### src/logic/dacrz_params.svh
/*
 * constants for the dac reset and zero-detect housekeeping block.
 * assumes inclusion by bare name from the design files under logic/.
 */
`ifndef DACRZ_PARAMS_SVH
`define DACRZ_PARAMS_SVH

// ------------------------------------------------------------------
// register map (word index = byte address / 4 not used: plain port)
// ------------------------------------------------------------------
`define DACRZ_ADDR_W 8
`define DACRZ_REG_ZCTRL 8'h16
`define DACRZ_REG_FMT 8'h17
`define DACRZ_REG_STATUS 8'h18
`define DACRZ_REG_RATIO 8'h19
// control register 22 fields
`define DACRZ_BIT_COMBO 0
`define DACRZ_BIT_POL 1
`define DACRZ_BIT_PINSEL 2
`define DACRZ_ZCTRL_RST 8'h00
// format register fields
`define DACRZ_FMT_LSB 0
`define DACRZ_LEN_LSB 2
`define DACRZ_FMT_RST 8'h00
// ------------------------------------------------------------------
// timing
// ------------------------------------------------------------------
`define DACRZ_INIT_CYCLES 3846
`define DACRZ_INIT_W 12
`define DACRZ_ZERO_FRAMES 1024
`define DACRZ_ZCNT_W 11
`define DACRZ_WORD_W 32
`define DACRZ_BCNT_W 6
`define DACRZ_SCNT_W 12
// sysclk per frame: 128..1152 fs, with slack for jitter
`define DACRZ_RATIO_MIN 12'd0120
`define DACRZ_RATIO_MAX 12'd1160

`endif

### src/logic/dacrz_pkg.sv
/*
 * types shared by the housekeeping block.
 * assumes nothing of its surroundings.
 */
package dacrz_pkg;
    typedef enum logic [1:0] {DACRZ_FMT_I2S, DACRZ_FMT_LJ, DACRZ_FMT_RJ, DACRZ_FMT_DSP}
        dacrz_fmt_type;
    typedef enum logic [1:0] {DACRZ_LEN_16, DACRZ_LEN_20, DACRZ_LEN_24, DACRZ_LEN_32}
        dacrz_len_type;
    typedef enum logic [1:0] {DACRZ_OUT_GND, DACRZ_OUT_MID, DACRZ_OUT_DATA} dacrz_out_type;
endpackage

### src/logic/dacrz_zero_chan.sv
/*
 * per-channel zero-run counter.
 * assumes a one-cycle frame strobe and sample-valid strobe on ref_clk.
 */
`timescale 1ns/1ps
`include "dacrz_params.svh"

module dacrz_zero_chan
(
    input wire logic ref_clk,
    input wire logic sys_rst,
    input wire logic clr,
    input wire logic smp_valid,
    input wire logic smp_zero,
    input wire logic frame_tick,
    output logic zero_run
);
    logic [`DACRZ_ZCNT_W-1:0] cnt_r;
    logic seen_one_r;

    // a one bit anywhere in the frame restarts the run at once
    always_ff @(posedge ref_clk or posedge sys_rst)
    begin
        if (sys_rst)
            seen_one_r <= 1'b0;
        else if (clr || frame_tick)
            seen_one_r <= 1'b0;
        else if (smp_valid && !smp_zero)
            seen_one_r <= 1'b1;
    end

    // saturating count of whole zero frames
    always_ff @(posedge ref_clk or posedge sys_rst)
    begin
        if (sys_rst)
            cnt_r <= '0;
        else if (clr || (smp_valid && !smp_zero))
            cnt_r <= '0;
        else if (frame_tick && !seen_one_r && cnt_r != `DACRZ_ZCNT_W'(`DACRZ_ZERO_FRAMES))
            cnt_r <= cnt_r + `DACRZ_ZCNT_W'(1);
    end

    assign zero_run = (cnt_r == `DACRZ_ZCNT_W'(`DACRZ_ZERO_FRAMES));

    a_run_restart: assert property (@(posedge ref_clk) disable iff (sys_rst)
        (smp_valid && !smp_zero) |=> !zero_run)
        else $error("zero run not cleared by a nonzero sample");
endmodule

### src/logic/dacrz_top.sv
/*
 * reset sequencing, clock-sync watch, output mute state and zero flags
 * of a stereo audio dac.
 * assumes the audio pins arrive asynchronous to ref_clk (200 MHz) and
 * that ref_clk is at least four times the bit clock.
 */
`timescale 1ns/1ps
`include "dacrz_params.svh"

// Behaviour
// - internal reset releases 3846 sysclk cycles after power-on with pin high.
// - during initialisation both outputs sit at mid supply.
// - clocks out of sync keep reset and power-down; resync re-runs the sequence.
// - reset pin falling in sync resets registers and powers down fully.
// - at external reset the outputs go to analog ground at once.
// - reset pin rising repeats the whole 3846-cycle start-up.
// - combination select bit in register 22 sets what each flag watches.
// - flag sets after 1024 all-zero frames on every assigned channel, or on either one for the combo B first flag.
// - flag clears immediately when an assigned channel carries a one, the combo B first flag only once neither channel is in a zero run.
// - zero detect works for 16, 20, 24 bits, never for 32.
// - a polarity bit inverts the flags; reset default is active high.
// - hardware control mode forces combination A.
// - 16..32 bit words in i2s and lj, only 24 bit in rj and dsp.
// - samples are msb-first twos complement.
// - frame rates from 8 kHz to 192 kHz are accepted.
// - control is by the plain register port or by hw_mode pin strapping.
// - combo A left/right; combo B either-zero and both-zero.
// - after reset the shared pin carries the second zero flag.
module dacrz_top
(
    input wire logic ref_clk,
    input wire logic sys_rst,
    input wire logic system_clock_in,
    input wire logic serial_bit_clock,
    input wire logic frame_clock_in,
    input wire logic serial_data_in,
    input wire logic reset_n_pin,
    input wire logic hw_mode,
    input wire logic mute_status_in,
    input wire logic [`DACRZ_ADDR_W-1:0] reg_addr,
    input wire logic [7:0] reg_wdata,
    input wire logic reg_wr,
    input wire logic reg_rd,
    output logic [7:0] reg_rdata,
    output logic int_reset,
    output logic power_down,
    output dacrz_pkg::dacrz_out_type analog_out_pair,
    output logic [23:0] sample_left,
    output logic [23:0] sample_right,
    output logic sample_strobe,
    output logic first_zero_flag,
    output logic second_zero_flag
);
    // ------------------------------------------------------------------
    // pin synchronisers
    // ------------------------------------------------------------------
    logic [4:0] s1_r;
    logic [4:0] s2_r;
    logic [4:0] s3_r;
    always_ff @(posedge ref_clk or posedge sys_rst)
    begin
        if (sys_rst)
        begin
            s1_r <= 5'h18;
            s2_r <= 5'h18;
            s3_r <= 5'h18;
        end
        else
        begin
            s1_r <= {mute_status_in, reset_n_pin, serial_data_in, frame_clock_in,
                     serial_bit_clock};
            s2_r <= s1_r;
            s3_r <= s2_r;
        end
    end
    logic sclk_s;
    logic sclk_d;
    logic bck_rise;
    logic lr_s;
    logic din_s;
    logic rstn_s;
    logic rstn_d;
    logic mute_s;
    assign bck_rise = s2_r[0] && !s3_r[0];
    assign lr_s = s2_r[1];
    assign din_s = s2_r[2];
    assign rstn_s = s2_r[3];
    assign rstn_d = s3_r[3];
    assign mute_s = s2_r[4];

    logic sc1_r;
    logic sc2_r;
    logic sc3_r;
    always_ff @(posedge ref_clk or posedge sys_rst)
    begin
        if (sys_rst)
        begin
            sc1_r <= 1'b0;
            sc2_r <= 1'b0;
            sc3_r <= 1'b0;
        end
        else
        begin
            sc1_r <= system_clock_in;
            sc2_r <= sc1_r;
            sc3_r <= sc2_r;
        end
    end
    assign sclk_s = sc2_r;
    assign sclk_d = sc3_r;
    logic sck_rise;
    assign sck_rise = sclk_s && !sclk_d;

    // ------------------------------------------------------------------
    // registers
    // ------------------------------------------------------------------
    logic [7:0] zctrl_r;
    logic [7:0] fmt_r;
    logic reg_clr;
    always_ff @(posedge ref_clk or posedge sys_rst)
    begin
        if (sys_rst)
        begin
            zctrl_r <= `DACRZ_ZCTRL_RST;
            fmt_r <= `DACRZ_FMT_RST;
        end
        else if (reg_clr)
        begin
            zctrl_r <= `DACRZ_ZCTRL_RST;
            fmt_r <= `DACRZ_FMT_RST;
        end
        else if (reg_wr && reg_addr == `DACRZ_REG_ZCTRL)
            zctrl_r <= reg_wdata;
        else if (reg_wr && reg_addr == `DACRZ_REG_FMT)
            fmt_r <= reg_wdata;
    end
    dacrz_pkg::dacrz_fmt_type fmt;
    dacrz_pkg::dacrz_len_type len;
    dacrz_pkg::dacrz_len_type len_eff;
    assign fmt = dacrz_pkg::dacrz_fmt_type'(hw_mode ? {1'b0, fmt_r[`DACRZ_FMT_LSB]} :
                                            fmt_r[`DACRZ_FMT_LSB+:2]);
    assign len = dacrz_pkg::dacrz_len_type'(fmt_r[`DACRZ_LEN_LSB+:2]);
    // rj and dsp only carry 24-bit words
    assign len_eff = (fmt == dacrz_pkg::DACRZ_FMT_RJ || fmt == dacrz_pkg::DACRZ_FMT_DSP) ?
                     dacrz_pkg::DACRZ_LEN_24 : len;

    // ------------------------------------------------------------------
    // sync watch: sysclk edges per frame must be a legal ratio
    // ------------------------------------------------------------------
    logic [`DACRZ_SCNT_W-1:0] scnt_r;
    logic [`DACRZ_SCNT_W-1:0] ratio_r;
    logic lr_d_r;
    logic frame_tick;
    logic in_sync_r;
    assign frame_tick = bck_rise && lr_s && !lr_d_r;
    always_ff @(posedge ref_clk or posedge sys_rst)
    begin
        if (sys_rst)
            lr_d_r <= 1'b0;
        else if (bck_rise)
            lr_d_r <= lr_s;
    end
    always_ff @(posedge ref_clk or posedge sys_rst)
    begin
        if (sys_rst)
        begin
            scnt_r <= '0;
            ratio_r <= '0;
            in_sync_r <= 1'b0;
        end
        else if (frame_tick)
        begin
            scnt_r <= '0;
            ratio_r <= scnt_r;
            in_sync_r <= scnt_r >= `DACRZ_RATIO_MIN && scnt_r <= `DACRZ_RATIO_MAX;
        end
        else if (sck_rise)
        begin
            // a runaway count means a halted frame clock: drop sync now
            if (scnt_r == '1)
                in_sync_r <= 1'b0;
            else
                scnt_r <= scnt_r + `DACRZ_SCNT_W'(1);
        end
    end

    // ------------------------------------------------------------------
    // reset sequencer
    // ------------------------------------------------------------------
    typedef enum logic [1:0] {DACRZ_ST_HELD, DACRZ_ST_INIT, DACRZ_ST_RUN} dacrz_state_type;
    dacrz_state_type st_r;
    logic [`DACRZ_INIT_W-1:0] icnt_r;
    logic ext_fall;
    assign ext_fall = rstn_d && !rstn_s;
    assign reg_clr = ext_fall && in_sync_r;
    always_ff @(posedge ref_clk or posedge sys_rst)
    begin
        if (sys_rst)
        begin
            st_r <= DACRZ_ST_INIT;
            icnt_r <= '0;
        end
        else
        begin
            unique case (st_r)
                DACRZ_ST_HELD:
                begin
                    icnt_r <= '0;
                    if (rstn_s)
                        st_r <= DACRZ_ST_INIT;
                end
                DACRZ_ST_INIT:
                begin
                    if (!rstn_s)
                        st_r <= DACRZ_ST_HELD;
                    else if (icnt_r == `DACRZ_INIT_W'(`DACRZ_INIT_CYCLES))
                    begin
                        if (in_sync_r)
                            st_r <= DACRZ_ST_RUN;
                    end
                    else if (sck_rise)
                        icnt_r <= icnt_r + `DACRZ_INIT_W'(1);
                end
                DACRZ_ST_RUN:
                begin
                    icnt_r <= '0;
                    if (!rstn_s)
                        st_r <= DACRZ_ST_HELD;
                    else if (!in_sync_r)
                        st_r <= DACRZ_ST_INIT;
                end
            endcase
        end
    end
    logic running;
    assign running = st_r == DACRZ_ST_RUN;
    always_ff @(posedge ref_clk or posedge sys_rst)
    begin
        if (sys_rst)
        begin
            int_reset <= 1'b1;
            power_down <= 1'b1;
            analog_out_pair <= dacrz_pkg::DACRZ_OUT_MID;
        end
        else
        begin
            int_reset <= !running;
            power_down <= !running;
            if (!rstn_s)
                analog_out_pair <= dacrz_pkg::DACRZ_OUT_GND;
            else if (!running || !mute_s)
                analog_out_pair <= dacrz_pkg::DACRZ_OUT_MID;
            else
                analog_out_pair <= dacrz_pkg::DACRZ_OUT_DATA;
        end
    end

    // ------------------------------------------------------------------
    // serial receiver: msb first, left on low frame phase in i2s only, high in lj/rj/dsp
    // ------------------------------------------------------------------
    logic [`DACRZ_WORD_W-1:0] sh_r;
    logic [`DACRZ_BCNT_W-1:0] bcnt_r;
    logic lr_bit_r;
    logic [5:0] wbits;
    always_comb
    begin
        unique case (len_eff)
            dacrz_pkg::DACRZ_LEN_16: wbits = 6'd16;
            dacrz_pkg::DACRZ_LEN_20: wbits = 6'd20;
            dacrz_pkg::DACRZ_LEN_24: wbits = 6'd24;
            dacrz_pkg::DACRZ_LEN_32: wbits = 6'd32;
        endcase
    end
    logic phase_edge;
    logic word_done;
    assign phase_edge = bck_rise && (lr_s != lr_d_r);
    // words of every format end after wbits bits; the phase edge never ends a word
    assign word_done = bck_rise && !phase_edge && bcnt_r == wbits;
    logic [23:0] word24;
    // left-aligned msb-first word, sign in bit 23 except 32-bit words, which keep their low 24 bits
    assign word24 = sh_r[23:0] << (6'd24 - (wbits > 6'd24 ? 6'd24 : wbits));
    logic smp_valid_l;
    logic smp_valid_r;
    logic smp_zero;
    always_ff @(posedge ref_clk or posedge sys_rst)
    begin
        if (sys_rst)
        begin
            sh_r <= '0;
            bcnt_r <= '0;
            lr_bit_r <= 1'b0;
        end
        else if (bck_rise)
        begin
            sh_r <= {sh_r[`DACRZ_WORD_W-2:0], din_s};
            if (phase_edge)
            begin
                bcnt_r <= (fmt == dacrz_pkg::DACRZ_FMT_I2S) ? '0 : `DACRZ_BCNT_W'(1);
                lr_bit_r <= lr_s;
            end
            else if (bcnt_r != '1)
                bcnt_r <= bcnt_r + `DACRZ_BCNT_W'(1);
        end
    end
    assign smp_valid_l = running && word_done && lr_bit_r == (fmt != dacrz_pkg::DACRZ_FMT_I2S);
    assign smp_valid_r = running && word_done && !smp_valid_l;
    assign smp_zero = word24 == 24'h00_0000;
    always_ff @(posedge ref_clk or posedge sys_rst)
    begin
        if (sys_rst)
        begin
            sample_left <= '0;
            sample_right <= '0;
            sample_strobe <= 1'b0;
        end
        else
        begin
            sample_strobe <= smp_valid_r;
            if (smp_valid_l)
                sample_left <= word24;
            if (smp_valid_r)
                sample_right <= word24;
        end
    end

    // ------------------------------------------------------------------
    // zero detect, one counter per channel
    // ------------------------------------------------------------------
    logic [1:0] zrun;
    logic zclr;
    // 32-bit words never report zero
    assign zclr = !running || len_eff == dacrz_pkg::DACRZ_LEN_32;
    genvar ch;
    generate
        for (ch = 0; ch < 2; ch++)
        begin : g_chan
            dacrz_zero_chan u_chan
            (
                .ref_clk(ref_clk),
                .sys_rst(sys_rst),
                .clr(zclr),
                .smp_valid(ch == 0 ? smp_valid_l : smp_valid_r),
                .smp_zero(smp_zero),
                .frame_tick(frame_tick),
                .zero_run(zrun[ch])
            );
        end
    endgenerate
    logic combo_b;
    logic pol;
    logic z1;
    logic z2;
    assign combo_b = zctrl_r[`DACRZ_BIT_COMBO] && !hw_mode;
    assign pol = zctrl_r[`DACRZ_BIT_POL];
    // combination A per channel, B either / both
    assign z1 = combo_b ? (zrun[0] || zrun[1]) : zrun[0];
    assign z2 = combo_b ? (zrun[0] && zrun[1]) : zrun[1];
    always_ff @(posedge ref_clk or posedge sys_rst)
    begin
        if (sys_rst)
        begin
            first_zero_flag <= 1'b0;
            second_zero_flag <= 1'b0;
        end
        else
        begin
            first_zero_flag <= z1 ^ pol;
            if (zctrl_r[`DACRZ_BIT_PINSEL])
                second_zero_flag <= mute_s;
            else
                second_zero_flag <= z2 ^ pol;
        end
    end

    // ------------------------------------------------------------------
    // register read port
    // ------------------------------------------------------------------
    always_ff @(posedge ref_clk or posedge sys_rst)
    begin
        if (sys_rst)
            reg_rdata <= 8'h00;
        else if (reg_rd)
        begin
            unique case (reg_addr)
                `DACRZ_REG_ZCTRL: reg_rdata <= zctrl_r;
                `DACRZ_REG_FMT: reg_rdata <= fmt_r;
                `DACRZ_REG_STATUS: reg_rdata <= {4'h0, zrun, in_sync_r, running};
                `DACRZ_REG_RATIO: reg_rdata <= ratio_r[11:4];
                default: reg_rdata <= 8'h00;
            endcase
        end
        else
            reg_rdata <= 8'h00;
    end

    // ------------------------------------------------------------------
    // checks
    // ------------------------------------------------------------------
    a_reset_gnd: assert property (@(posedge ref_clk) disable iff (sys_rst)
        !rstn_s |=> analog_out_pair == dacrz_pkg::DACRZ_OUT_GND)
        else $error("outputs not grounded under external reset");
    a_init_mid: assert property (@(posedge ref_clk) disable iff (sys_rst)
        (rstn_s && st_r == DACRZ_ST_INIT) |=> analog_out_pair != dacrz_pkg::DACRZ_OUT_DATA)
        else $error("data driven during initialisation");
    a_release_wait: assert property (@(posedge ref_clk) disable iff (sys_rst)
        (st_r == DACRZ_ST_INIT && $past(st_r) != DACRZ_ST_INIT) |-> icnt_r == '0)
        else $error("init count not restarted");
    a_release_count: assert property (@(posedge ref_clk) disable iff (sys_rst)
        ($rose(running)) |-> icnt_r == `DACRZ_INIT_W'(`DACRZ_INIT_CYCLES))
        else $error("released before full start-up count");
    a_sync_hold: assert property (@(posedge ref_clk) disable iff (sys_rst)
        (!in_sync_r && st_r != DACRZ_ST_RUN) |=> int_reset && power_down)
        else $error("reset released while out of sync");
    a_reg_clear: assert property (@(posedge ref_clk) disable iff (sys_rst)
        reg_clr |=> zctrl_r == `DACRZ_ZCTRL_RST && fmt_r == `DACRZ_FMT_RST)
        else $error("registers not cleared at external reset");
    a_no_zero32: assert property (@(posedge ref_clk) disable iff (sys_rst)
        (len_eff == dacrz_pkg::DACRZ_LEN_32) |=> zrun == 2'b00)
        else $error("zero flagged for 32-bit words");
    a_flag_clear: assert property (@(posedge ref_clk) disable iff (sys_rst)
        (smp_valid_l && !smp_zero && !combo_b && !zctrl_r[`DACRZ_BIT_POL] &&
         !(reg_wr && reg_addr == `DACRZ_REG_ZCTRL))
        |=> ##1 !first_zero_flag)
        else $error("first flag not cleared by nonzero left sample");
    a_hw_combo: assert property (@(posedge ref_clk) disable iff (sys_rst)
        hw_mode |-> !combo_b)
        else $error("combination B used in hardware mode");
endmodule

### config.mk
export PLATFORM = sky130hd
export DESIGN_NAME = dacrz_top
export DESIGN_NICKNAME = d
export VERILOG_FILES = /design/src/logic/dacrz_pkg.sv /design/src/logic/dacrz_zero_chan.sv /design/src/logic/dacrz_top.sv
export VERILOG_INCLUDE_DIRS = /design/src /design/src/logic
export SDC_FILE = /design/constraint.sdc
export NUM_CORES = 1
export LEC_CHECK = 0
export BUFFER_PORTS_ARGS = -buffer_cell sky130_fd_sc_hd__buf_4
export CORE_MARGIN = 3
export CORE_UTILIZATION = 35
export DETAILED_ROUTE_END_ITERATION = 6
export PLACE_DENSITY_LB_ADDON = 0.25
export SYNTH_ARGS = -nofsm -noshare
export SYNTH_HDL_FRONTEND = slang
export SYNTH_SLANG_ARGS = --single-unit
### constraint.sdc
create_clock -name ref_clk -period 9.5 [get_ports ref_clk]
set_input_delay 0.95 -clock ref_clk [delete_from_list [all_inputs] [get_ports ref_clk]]
set_output_delay 0.95 -clock ref_clk [all_outputs]
set_load 0.01 [all_outputs]
Word level (Yosys, flattened, before mapping)
Index checks and enable logic that the tools add are counted.

$lt $le $gt $ge: 3. Reductions and logical operators: 64. Bitwise gates (word level): 2. Multiply operators: 0. $add $sub $neg: 6. Eq/ne operators: 30. Muxes and demuxes: 44. Divide/modulo/power cells: 0. Shift-type cells: 1.

Operator list (count): $mux W12 (6); $mux W8 (6); $mux W11 (4); $eq A8 B5 Y1 const B (4); $pmux W8 S4 (1); $add A12 B1 Y12 const B (2); $eq A12 B12 Y1 const B (2); $logic_not A24 Y1 (1); $pmux W12 S2 (1); $pmux W6 S4 (1); $shl A24 B6 Y24 (1); $logic_and A1 B1 Y1 (23); $add A11 B1 Y11 const B (2); $eq A11 B11 Y1 const B (2); $ne A11 B11 Y1 const B (2); $mux W2 (10); $reduce_bool A2 Y1 (10); $mux W6 (3); $ge A12 B7 Y1 const B (1); $le A12 B11 Y1 const B (1); $logic_not A1 Y1 (12); $mux W1 (11); $eq A2 B2 Y1 const B (5); $ne A2 B2 Y1 const B (5); 18 further kinds (34).

Latch bits: 0. Logic and storage cells: 179. Memories: 0. Flip-flop bits (word level): 190. Output and inout bits: 63. ROM bits: 0. Bits in writable memories: 0.

Depth between registers and ports, before layout
Gate-level depths: netlist (run 1).

Word-level depth: 15. Mapped depth: 9.

By module
Synthesis (run 1) repeated with hierarchy kept, for this count alone.

Cell total of the unflattened synthesis: 904. Area, all modules: 9006.1 µm².

By module, submodules not included: dacrz_top (cells each 762, area an instance 7654.8 µm², seq. area each 4013.8 µm², times used 1); dacrz_zero_chan (cells each 71, area an instance 675.6 µm², seq. area each 300.3 µm², times used 2).

Least setup slack after synthesis (run 1)
No wires, ideal clock.

Path kind: in2reg. From: input hw_mode. To: register sample_right[5]. Data required time: 9.368 ns. Cell stages on the path: 9. Data arrival time: 2.416 ns. Library setup time: 0.132 ns. Slack: 6.952 ns. Buffers on the path: 3. Path through: nand2b_1 clkbuf_1 and3_1 nor3_1 nand4b_1 clkbuf_1 buf_2 nand2_1 o21ai_1.

Longest elaborated chain between the ends: 12.

RTL lines: from (decl) (line dacrz_top.sv:38) `input wire logic hw_mode,`; $mux W2 (*) (line dacrz_top.sv:140) `` assign fmt = dacrz_pkg::dacrz_fmt_type'(hw_mode ? {1'b0, fmt_r[`DACRZ_FMT_LSB]} : ``; branches (longest 11 deep; another with $gt A6 B5 Y1); to (signal assigned) (line dacrz_top.sv:322) `sample_right <= word24;`; to (decl) (line dacrz_top.sv:49) `output logic [23:0] sample_right,`.

Mark *: on every way between the ends. The select of a mux whose other input is x is not followed. A chain may end at the register's enable or synchronous reset.

Worst setup path after layout (run 1)
From: register lr_d_r. To: register g_chan[1].u_chan.cnt_r[10].

Longest elaborated chain between the ends: 12.

RTL lines: from (decl) (line dacrz_top.sv:152) `logic lr_d_r;`; from (signal assigned) (line dacrz_top.sv:161) `lr_d_r <= lr_s;`; $ne A1 B1 Y1 (line dacrz_top.sv:276) `assign phase_edge = bck_rise && (lr_s != lr_d_r);`; $logic_and A1 B1 Y1 (line dacrz_top.sv:276); $logic_not A1 Y1 (line dacrz_top.sv:278) `assign word_done = bck_rise && !phase_edge && bcnt_r == wbits;`; $logic_and A1 B1 Y1 (2 in a row) (line dacrz_top.sv:278); $logic_and A1 B1 Y1 (line dacrz_top.sv:305, dacrz_top.sv:306); $logic_and A1 B1 Y1 (line dacrz_top.sv:305) `assign smp_valid_l = running && word_done && lr_bit_r == (fmt != dacrz_pkg::DACRZ_FMT_I2S);`; $logic_not A1 Y1 (line dacrz_top.sv:306) `assign smp_valid_r = running && word_done && !smp_valid_l;`; $logic_and A1 B1 Y1 (line dacrz_top.sv:306); $logic_and A1 B1 Y1 (line dacrz_zero_chan.sv:37) `else if (clr || (smp_valid && !smp_zero))`; $logic_or A1 B1 Y1 (line dacrz_zero_chan.sv:37); $mux W11 or $reduce_bool A2 Y1 (tied branches); to (signal assigned) (line dacrz_zero_chan.sv:40) `` cnt_r <= cnt_r + `DACRZ_ZCNT_W'(1); ``; to (decl) (line dacrz_zero_chan.sv:18) `` logic [`DACRZ_ZCNT_W-1:0] cnt_r; ``.

Parallel ways exist; a longest one is shown, timed or not.

==> run_results.csv, run 1 <==
group,metric,value,unit
run_status,status,"finished clean",
place,finalWeightedCongestion,0.808,
worst_setup_path,criticalPathCategory,"reg -> reg",
worst_setup_path,ff2ff_path_depth,7,
cts,tritoncts,"built",
route,via_per_inst,4.99,
route,wire_per_inst,15.1,um
hold_path,hold_path_start,"sc1_r",
die,die-width,162,um
route,drt_pass1_iterations,5,
cts,postCtsSetupBuffers,0,
finish,layout.nets,1018,
run,drv.max_cap_violation_count,0,
timing,final_min_period_over_clock_period,0.300,
cts,ctsHoldBuffers,0,
finish,total_non_filler_cell_area_in_the_finished_layout,10100,um2
timing,layout_min_cycle_time,2.85,ns
synth,main_combinational_cell_family_by_area_after_synthesis,"simple AND/OR/NAND/NOR gates",
die,design.core.area,23800,um2
route,route.final.wire_length,19800,um
synth,synth_largest_area_cell,"dfrtp_1",
worst_setup_path,worstPathArrival,3.13,ns
die,placementRows,56,
power,p_leak,0.00454,uW
place,pre_cts_ws,6.22,ns
global_routing,grt_first_pass_wirelength,33600,um
place,placement.io_buffers,89,
global_routing,number_of_antenna_violations_at_the_first_check_in_global_routing,0,
finish,antenna_cells_inserted,0,
finish,layout_commonest_cell,"nand2_1",
power,worst_ir_drop_on_vdd,0.109,mV
synth,ys_dominant_reg_cell,"dfrtp_1",
worst_setup_path,critical_path.startpoint,"lr_d_r",
finish,areaGrowthSynthToFinish,18.3,%
timing,worst_slack,6.65,ns
route,detailroute.via_count,6534,
place,place_area,9510,um2
cts,tritoncts.num_buffers,17,
synth,ys_seq_elements,184,
synth,ys_async_rst_share,1.00,
hold_path,worstHoldPathCells,0,
cts,clock_insertion_delay_worst_skew,0.44,ns
die,initial_utilization,0.360,
synth,synth.area.mux_share,0.0247,
power,power.density,187,nW/um2
finish,fillCellCount,2352,
timing,finalHoldViolCount,0,
die,die-height,162,um
timing,final_max_slew_viol_count,0,
route,ant_nets,0,
synth,area_fraction_in_compound_gates_after_synthesis,0.112,
synth,netlist-cell-type-count,59,
synth,post_synth_and_or_nand_nor_area_fraction,0.227,
worst_setup_path,worst_ep_required_time,9.78,ns
worst_setup_path,timing.critical_path.from_type,"register",
place,placedCellCount,1278,
synth,syn_area,8560,um2
finish,most-common-layout-cells,"nand2_1, dfrtp_1, buf_4, nor2_1, a21oi_1",
global_routing,grt_usage,0.157,
die,design.portCount,90,
synth,synth_largest_type_area_fraction,0.514,
worst_setup_path,r2r-start,"lr_d_r",
timing,clock_skew,0.0146,ns
synth,postSynthAreaPerCell,9.40,um2
synth,number_of_synthesized_flops_with_an_enable_pin,0,
timing,worst_pin_slew,1.13,ns
place,dpl.hpwl,13500,um
cts,cts_buffer_depth,2,
finish,fin_cells,1310,
worst_setup_path,cp_max_fo,50,
synth,synthesis.nets,951,
route,drt_drc_violations_left,0,
cts,clkTransAtPathRegs,0.08,ns
global_routing,first_global_vias,6346,
synth,post_synthesis_share_of_cell_area_spent_on_full_adders_half_adders_and_majority_gates,0.0190,
worst_setup_path,critPathCaptureType,"register",
hold_path,holdCritPathClass,"reg -> reg",
global_routing,maximum_number_of_pins_on_one_net_before_global_route_repair,70,
cts,clock-sinks,184,
cts,cts_resized,0,
timing,max_slew_margin,0.243,
timing,setup_tns,0,ns
route,detailedRoute.firstIterationViolations,489,
cts,htreeDepth,4,
synth,synth.yosys.seq_area_share,0.539,
die,floorplan.die_area,26400,um2
synth,synth_cells,911,
timing,number_of_failing_setup_endpoints_in_the_final_timing_report,0,
global_routing,global_route.overflow_total,0,
timing,max_freq,351,MHz
worst_setup_path,rrSetupSlack,6.65,ns
finish,layout-drive-gt1-share,0.174,
cts,cts_root_buffer,"clkbuf_16",
synth,synth_top_cells_by_area,"dfrtp_1, nand2_1, a21oi_1",
timing,grt_setup_unrepaired,"no",
synth,synth_xor_xnor_area_share,0.0440,
synth,ys.warnings.count,0,
[layout make-up]
type	instances	area, um2	area share
repair buffers	100	751	0.0741
flip-flops and latches	184	4610	0.455
clock buffers	17	425	0.0420
inverters	18	72.6	0.00716
well taps	319	399	0.0394
clock inverters	15	198	0.0195
multi-input cells	657	3670	0.362
[worst paths after layout]
path / endpoint
setup / recovery: g_chan[1].u_chan.cnt_r[10]
hold / removal: sc2_r
setup reg to reg: g_chan[1].u_chan.cnt_r[10]
hold reg to reg: sc2_r
max in group asynchronous: s2_r[1]
min in group asynchronous: zctrl_r[4]
[report_power, final]
group | switching (uW) | internal, uW
logic | 169 | 102
clock network | 364 | 361
registers | 66.0 | 831
total | 599 | 1290
[cells in the mapped netlist (3+ instances only)]
library cell / number
nor2_1: 55
nand2b_1: 4
o21ai_1: 54
o21ai_0: 17
nand4_1: 13
buf_2: 4
a21oi_1: 55
nor2b_1: 3
nor2_2: 20
buf_6: 3
mux2i_1: 20
and4_1: 5
xor2_1: 30
nor4_1: 11
nor3_1: 11
a22oi_1: 13
a31oi_1: 4
nand3_1: 41
buf_1: 3
a211oi_1: 3
or4b_1: 3
dfstp_2: 8
dfrtp_1: 176
and3_1: 13
inv_1: 17
nand2_1: 210
xnor2_1: 13
nand4bb_1: 3
ha_1: 13
or3_1: 5
clkbuf_1: 41
[worst max-delay path, stage by stage, from the launching register on]
cell and delay [ns]:
dfrtp_1 0.44, xnor2_1 0.56, nand2_1 0.17, nor3_1 0.30
nand4b_1 0.14, buf_4 0.30, a21oi_2 0.66, nor2_1 0.12
[metrics by stage]
step	power (uW)	hold slack (ns)	utilization
2_1_floorplan	1110	0.331	-
3_3_place_gp	1180	0.332	0.400
3_5_place_dp	1190	0.335	0.400
4_1_cts	1910	0.356	0.427
5_1_grt	1990	0.363	0.427
6_report	1890	0.353	0.427
[layer usage]
metal / routed length (um) / global-route usage / vias to the layer above
met5: 0 / 0 / -
met4: 240 / 0.0407 / 0
met3: 1120 / 0.0379 / 18
met2: 8610 / 0.235 / 165
met1: 9800 / 0.229 / 3097
li1: - / - / 3254
[registers in the layout (all words and copies together) (netlist names), 12 cells and up]
register	flops
g_chan.u_chan.cnt_r	22
sh_r	24
scnt_r	12
sample_left	24
sample_right	24
icnt_r	12
[cells by family (layout without fill, tap and decap cells)]
kind of cell               after synthesis  after routing
and+or+nand+nor                        415            415
xor gates and xnor gates                43             43
adders and majority gates               13             13
DFF                                    184            184
buffers and inverters                   70            150
muxes                                   21             21
AOI/OAI and AO/OA                      165            165
(Power assumes the default switching activity.)
==> run 2: changes to the inputs <==
--- a/config.mk
+++ b/config.mk
@@ -6,6 +6,7 @@
 export SDC_FILE = /design/constraint.sdc
 export NUM_CORES = 1
 export LEC_CHECK = 0
+export ABC_AREA = 1
 export BUFFER_PORTS_ARGS = -buffer_cell sky130_fd_sc_hd__buf_4
 export CORE_MARGIN = 3
 export CORE_UTILIZATION = 35
==> constraint.sdc (replaced) <==
create_clock -name ref_clk -period 2.48 [get_ports ref_clk]
set_input_delay 0.248 -clock ref_clk [delete_from_list [all_inputs] [get_ports ref_clk]]
set_output_delay 0.248 -clock ref_clk [all_outputs]
set_load 0.01 [all_outputs]
==> run_results.csv, run 2 <==
group,metric,value,unit
run_status,status,"finished clean",
cts,clock-sinks,184,
timing,final_max_slew_viol_count,0,
synth,main_combinational_cell_family_by_area_after_synthesis,"simple AND/OR/NAND/NOR gates",
synth,ys_async_rst_share,1.00,
place,pre_cts_ws,0.187,ns
synth,synth.area.mux_share,0,
die,floorplan.die_area,27200,um2
route,detailroute.via_count,7093,
global_routing,grt_usage,0.154,
global_routing,grt_first_pass_wirelength,33600,um
timing,finalHoldViolCount,0,
finish,antenna_cells_inserted,0,
worst_setup_path,timing.critical_path.cells,"inv_2, buf_4, nand3_1, nor2_1, nor2_1, nor2_1, nand2_1, nor2_1, nand3_1, nand2_1, nand2_2, nor2_2",
run,drv.max_cap_violation_count,0,
die,design.portCount,90,
power,p_leak,0.00489,uW
cts,clock_insertion_delay_worst_skew,0.43,ns
route,route.final.wire_length,20100,um
timing,max_slew_margin,0.540,
die,die-height,165,um
cts,cts_buffer_depth,2,
synth,postSynthAreaPerCell,8.52,um2
synth,synth_xor_xnor_area_share,0.0277,
worst_setup_path,cell_type_with_the_highest_occurrence_count_on_the_critical_path,"nor2_1",
synth,ys.warnings.count,0,
cts,htreeDepth,4,
finish,layout_commonest_cell,"nand2_1",
synth,area_fraction_in_compound_gates_after_synthesis,0.104,
route,detailedRoute.firstIterationViolations,532,
synth,number_of_synthesized_flops_with_an_enable_pin,0,
route,via_per_inst,4.82,
timing,number_of_failing_setup_endpoints_in_the_final_timing_report,0,
timing,worst_slack,0.264,ns
worst_setup_path,critPathCaptureType,"register",
worst_setup_path,cp_max_fo,27,
place,finalWeightedCongestion,0.855,
power,worst_ir_drop_on_vdd,0.363,mV
finish,largestRegisters,"sample_left x24, sample_right x24, sh_r x24",
route,drt_pass1_iterations,5,
worst_setup_path,criticalPathCategory,"reg -> reg",
finish,layout-drive-gt1-share,0.167,
power,power.density,686,nW/um2
route,wire_per_inst,13.7,um
synth,synthesis.nets,1078,
die,placementRows,57,
worst_setup_path,worstPathArrival,2.58,ns
place,placement.io_buffers,89,
route,ant_nets,0,
global_routing,first_global_vias,6624,
die,die-width,165,um
timing,grt_setup_unrepaired,"no",
timing,worst_pin_slew,0.685,ns
place,dpl.hpwl,14300,um
cts,tritoncts.num_buffers,17,
global_routing,maximum_number_of_pins_on_one_net_before_global_route_repair,64,
hold_path,holdCritPathClass,"in -> reg",
synth,syn_area,8840,um2
global_routing,number_of_antenna_violations_at_the_first_check_in_global_routing,0,
synth,ys_seq_elements,184,
synth,synth.yosys.seq_area_share,0.522,
timing,final_min_period_over_clock_period,0.894,
synth,post_synth_and_or_nand_nor_area_fraction,0.241,
synth,ys_dominant_reg_cell,"dfrtp_1",
timing,max_freq,451,MHz
synth,netlist-cell-type-count,40,
timing,setup_tns,0,ns
timing,layout_min_cycle_time,2.22,ns
cts,clkTransAtPathRegs,0.07,ns
synth,synth_largest_type_area_fraction,0.498,
global_routing,global_route.overflow_total,0,
worst_setup_path,worst_ep_required_time,2.84,ns
synth,synth_top_cells_by_area,"dfrtp_1, nand2_1, o21ai_0",
synth,synth_largest_area_cell,"dfrtp_1",
synth,synthTopCellsByCount,"nand2_1, dfrtp_1, inv_1",
cts,cts_root_buffer,"clkbuf_16",
cts,tritoncts,"built",
finish,areaGrowthSynthToFinish,18.8,%
synth,synth_cells,1038,
timing,whs,0.0587,ns
finish,layout.nets,1174,
synth,synthMostInstantiatedCell,"nand2_1",
worst_setup_path,worst_path_max_delay_cell,"dfrtp_1",
die,initial_utilization,0.359,
route,drt_drc_violations_left,0,
die,design.core.area,24600,um2
timing,clock_skew,0.0116,ns
cts,postCtsSetupBuffers,0,
worst_setup_path,timing.critical_path.from_type,"register",
synth,post_synthesis_share_of_cell_area_spent_on_full_adders_half_adders_and_majority_gates,0.0184,
finish,most-common-layout-cells,"nand2_1, dfrtp_1, inv_1, o21ai_0, buf_4",
worst_setup_path,worst_path_largest_cell_delay,0.43,ns
-- run 2: layout make-up --
| cell class | instances | area [um2] |
|---|---|---|
| clock buffers | 17 | 425 |
| clock inverters | 15 | 164 |
| fillers | 2488 | 14100 |
| inverters | 133 | 503 |
| multi-input cells | 684 | 3470 |
| flip-flops and latches | 184 | 4610 |
| well taps | 324 | 405 |
| repair buffers | 114 | 915 |
-- run 2: worst max-delay path: cells and delay by family, from the launching register on --
| family | cells | cell delay [ns] |
|---|---|---|
| simple gates | 10 | 1.32 |
| flops | 1 | 0.43 |
| buf+inv | 2 | 0.40 |
-- run 2: cell families after synthesis --
group / Yosys count
compound gates: 173
fa+ha+maj: 13
flops: 184
buf+inv: 170
xor+xnor: 28
simple gates: 470
-- run 2: stage by stage --
step	std cells	area (um2)	util	power, uW
after floorplan	1038	8840	-	4210
after global placement	1432	9830	0.399	4540
after detailed placement	1432	9830	0.399	4550
after CTS	1471	10500	0.426	7290
after global routing	1471	10500	0.427	7640
final	1471	10500	0.427	7210
-- run 2: final timing paths --
path,slack (ns),start,endpoint,cells after the start
worst max-delay path,0.26,fmt_r[3],g_chan[1].u_chan.cnt_r[8],12
worst min-delay path,0.06,reg_rd,reg_rdata[5],3
worst max register to register,0.26,fmt_r[3],g_chan[1].u_chan.cnt_r[8],12
worst min register to register,0.35,sc1_r,sc2_r,0
max in group asynchronous,1.46,sys_rst,st_r[0],4
min in group asynchronous,0.36,sys_rst,s1_r[0],3
-- run 2: layer usage --
metal,track usage,routed length (um),vias up
li1,-,-,3568
met1,0.229,10200,3378
met2,0.231,9010,139
met3,0.0273,756,8
met4,0.0389,166,0
met5,0,0,-
-- run 2: where the power goes --
| part | total (uW) | internal (uW) | switching, uW |
|---|---|---|---|
| combinational | 1150 | 365 | 785 |
| sequential | 3350 | 3190 | 159 |
| clock | 2710 | 1430 | 1280 |
| total | 7210 | 4980 | 2220 |
-- run 2: repair_timing --
| item | CTS | global route |
|---|---|---|
| endpoints found under the setup margin | 0 | 13 |
| hold buffers | 7 | 0 |
| resized for setup | 0 | 3 |
| hold endpoints to repair | 17 | 0 |
==> run 3: changes to the inputs <==
--- a/config.mk
+++ b/config.mk
@@ -10,6 +10,7 @@
 export BUFFER_PORTS_ARGS = -buffer_cell sky130_fd_sc_hd__buf_4
 export CORE_MARGIN = 3
 export CORE_UTILIZATION = 35
+export CTS_BUF_LIST = sky130_fd_sc_hd__clkbuf_4
 export DETAILED_ROUTE_END_ITERATION = 6
 export PLACE_DENSITY_LB_ADDON = 0.25
 export SYNTH_ARGS = -nofsm -noshare
==> run_results.csv, run 3 (same netlist as run 2, synthesis figures left out) <==
group,metric,value,unit
die,floorplan.die_area,27200,um2
worst_setup_path,worst_path_max_delay_cell,"dfrtp_1",
route,drt_pass1_iterations,5,
timing,max_freq,446,MHz
timing,number_of_failing_setup_endpoints_in_the_final_timing_report,0,
cts,tritoncts.num_buffers,17,
die,placementRows,57,
worst_setup_path,critPathCaptureType,"register",
place,placement.io_buffers,89,
power,p_leak,0.00479,uW
worst_setup_path,worst_ep_required_time,2.98,ns
finish,largestRegisters,"sample_left x24, sample_right x24, sh_r x24",
worst_setup_path,timing.critical_path.cells,"inv_2, buf_4, nand3_1, nor2_1, nor2_1, nor2_1, nand2_1, nor2_1, nand3_1, nand2_1, nand2_2, nor2_2",
finish,layout-drive-gt1-share,0.166,
timing,finalHoldViolCount,0,
global_routing,global_route.overflow_total,0,
worst_setup_path,worst_path_largest_cell_delay,0.46,ns
finish,total_non_filler_cell_area_in_the_finished_layout,10300,um2
route,drt_drc_violations_left,0,
power,worst_ir_drop_on_vdd,0.303,mV
power,power.density,603,nW/um2
timing,clock_skew,0.0330,ns
finish,areaGrowthSynthToFinish,16.4,%
route,detailroute.via_count,7147,
worst_setup_path,timing.critical_path.buf_inv,2,
route,via_per_inst,4.83,
timing,final_min_period_over_clock_period,0.905,
cts,cts_root_buffer,"clkbuf_4",
global_routing,grt_first_pass_wirelength,33800,um
place,pre_cts_ws,0.187,ns
cts,tritoncts,"built",
finish,most-common-layout-cells,"nand2_1, dfrtp_1, inv_1, o21ai_0, buf_4",
hold_path,holdCritPathClass,"in -> async",
timing,worst_pin_slew,0.687,ns
worst_setup_path,criticalPathCategory,"reg -> reg",
worst_setup_path,cell_type_with_the_highest_occurrence_count_on_the_critical_path,"nor2_1",
timing,setup_tns,0,ns
finish,fin_util,0.418,
die,design.portCount,90,
cts,cts_buffer_depth,2,
cts,htreeDepth,4,
finish,layout_commonest_cell,"nand2_1",
route,detailedRoute.firstIterationViolations,516,
timing,worst_slack,0.236,ns
worst_setup_path,worst_path_dominant_cell_family,"simple AND/OR/NAND/NOR gates",
worst_setup_path,timing.critical_path.from_type,"register",
global_routing,maximum_number_of_pins_on_one_net_before_global_route_repair,64,
die,die-width,165,um
die,die-height,165,um
timing,max_slew_margin,0.539,
route,wire_per_inst,13.6,um
global_routing,number_of_antenna_violations_at_the_first_check_in_global_routing,1,
die,initial_utilization,0.359,
die,design.core.area,24600,um2
worst_setup_path,cp_max_fo,27,
worst_setup_path,worstPathArrival,2.74,ns
timing,layout_min_cycle_time,2.24,ns
place,finalWeightedCongestion,0.855,
run,drv.max_cap_violation_count,0,
timing,final_max_slew_viol_count,0,
cts,clkTransAtPathRegs,0.17,ns
place,place_area,9830,um2
cts,clock-sinks,184,
cts,clock_insertion_delay_worst_skew,0.57,ns
global_routing,grt_usage,0.154,
route,ant_nets,0,
place,dpl.hpwl,14300,um
route,route.final.wire_length,20200,um
run_status,status,"finished clean",
global_routing,first_global_vias,6649,
finish,layout.nets,1183,
timing,grt_setup_unrepaired,"no",
[run 3: stage by stage]
step,power (uW),std cells,hold slack (ns)
global route,6640,1481,0.155
floorplan,4210,1038,0.252
detailed placement,4550,1432,0.269
global placement,4540,1432,0.267
CTS,6280,1480,0.146
finish,6200,1481,0.198
[run 3: final cells by class]
cell class                 instances  area [um2]
timing repair buffer             123        1000
tap                              324         405
clock buffer                      17         128
multi-input combinational        684        3470
clock inverter                    15         164
antenna                            1        2.50
inverter                         133         503
fill                            2528       14300
sequential                       184        4610
[run 3: where the power goes]
group          switching [uW]  internal, uW  leakage (uW)
logic                     790           374       0.00215
clock network            1150           543      0.000153
registers                 160          3190       0.00249
[run 3: final timing paths]
path | endpoint | cells past startpoint | start | slack (ns)
worst min-delay path | s1_r[0] | 3 | sys_rst | 0.20
min in group ref_clk | second_zero_flag | 6 | hw_mode | 0.21
worst min register to register | s2_r[3] | 0 | s1_r[3] | 0.37
max in group asynchronous | sh_r[8] | 4 | sys_rst | 1.61
worst max-delay path | g_chan[1].u_chan.cnt_r[9] | 12 | fmt_r[3] | 0.24
worst max register to register | g_chan[1].u_chan.cnt_r[9] | 12 | fmt_r[3] | 0.24
[run 3: per-layer routing]
metal | GRT usage | share of wire | vias to the layer above
li1 | - | - | 3581
met1 | 0.229 | 0.50 | 3419
met2 | 0.233 | 0.45 | 136
met3 | 0.0293 | 0.041 | 11
met4 | 0.0324 | 0.0080 | 0
met5 | 0 | 0 | -
[run 3: timing repair]
action / CTS / global route
endpoints found under the setup margin: 0 / 17
endpoints found under the hold margin: 108 / 0
hold buffers: 16 / 0
resized for setup: 0 / 3
buffers inserted: 0 / 0
[run 3: worst reg2reg max path, cell delays in order, from the launching register on]
cell,delay (ns)
dfrtp_1,0.46
inv_2,0.13
buf_4,0.28
nand3_1,0.20
nor2_1,0.15
nor2_1,0.10
nor2_1,0.14
nand2_1,0.06
nor2_1,0.08
nand3_1,0.11
nand2_1,0.11
nand2_2,0.22
nor2_2,0.16
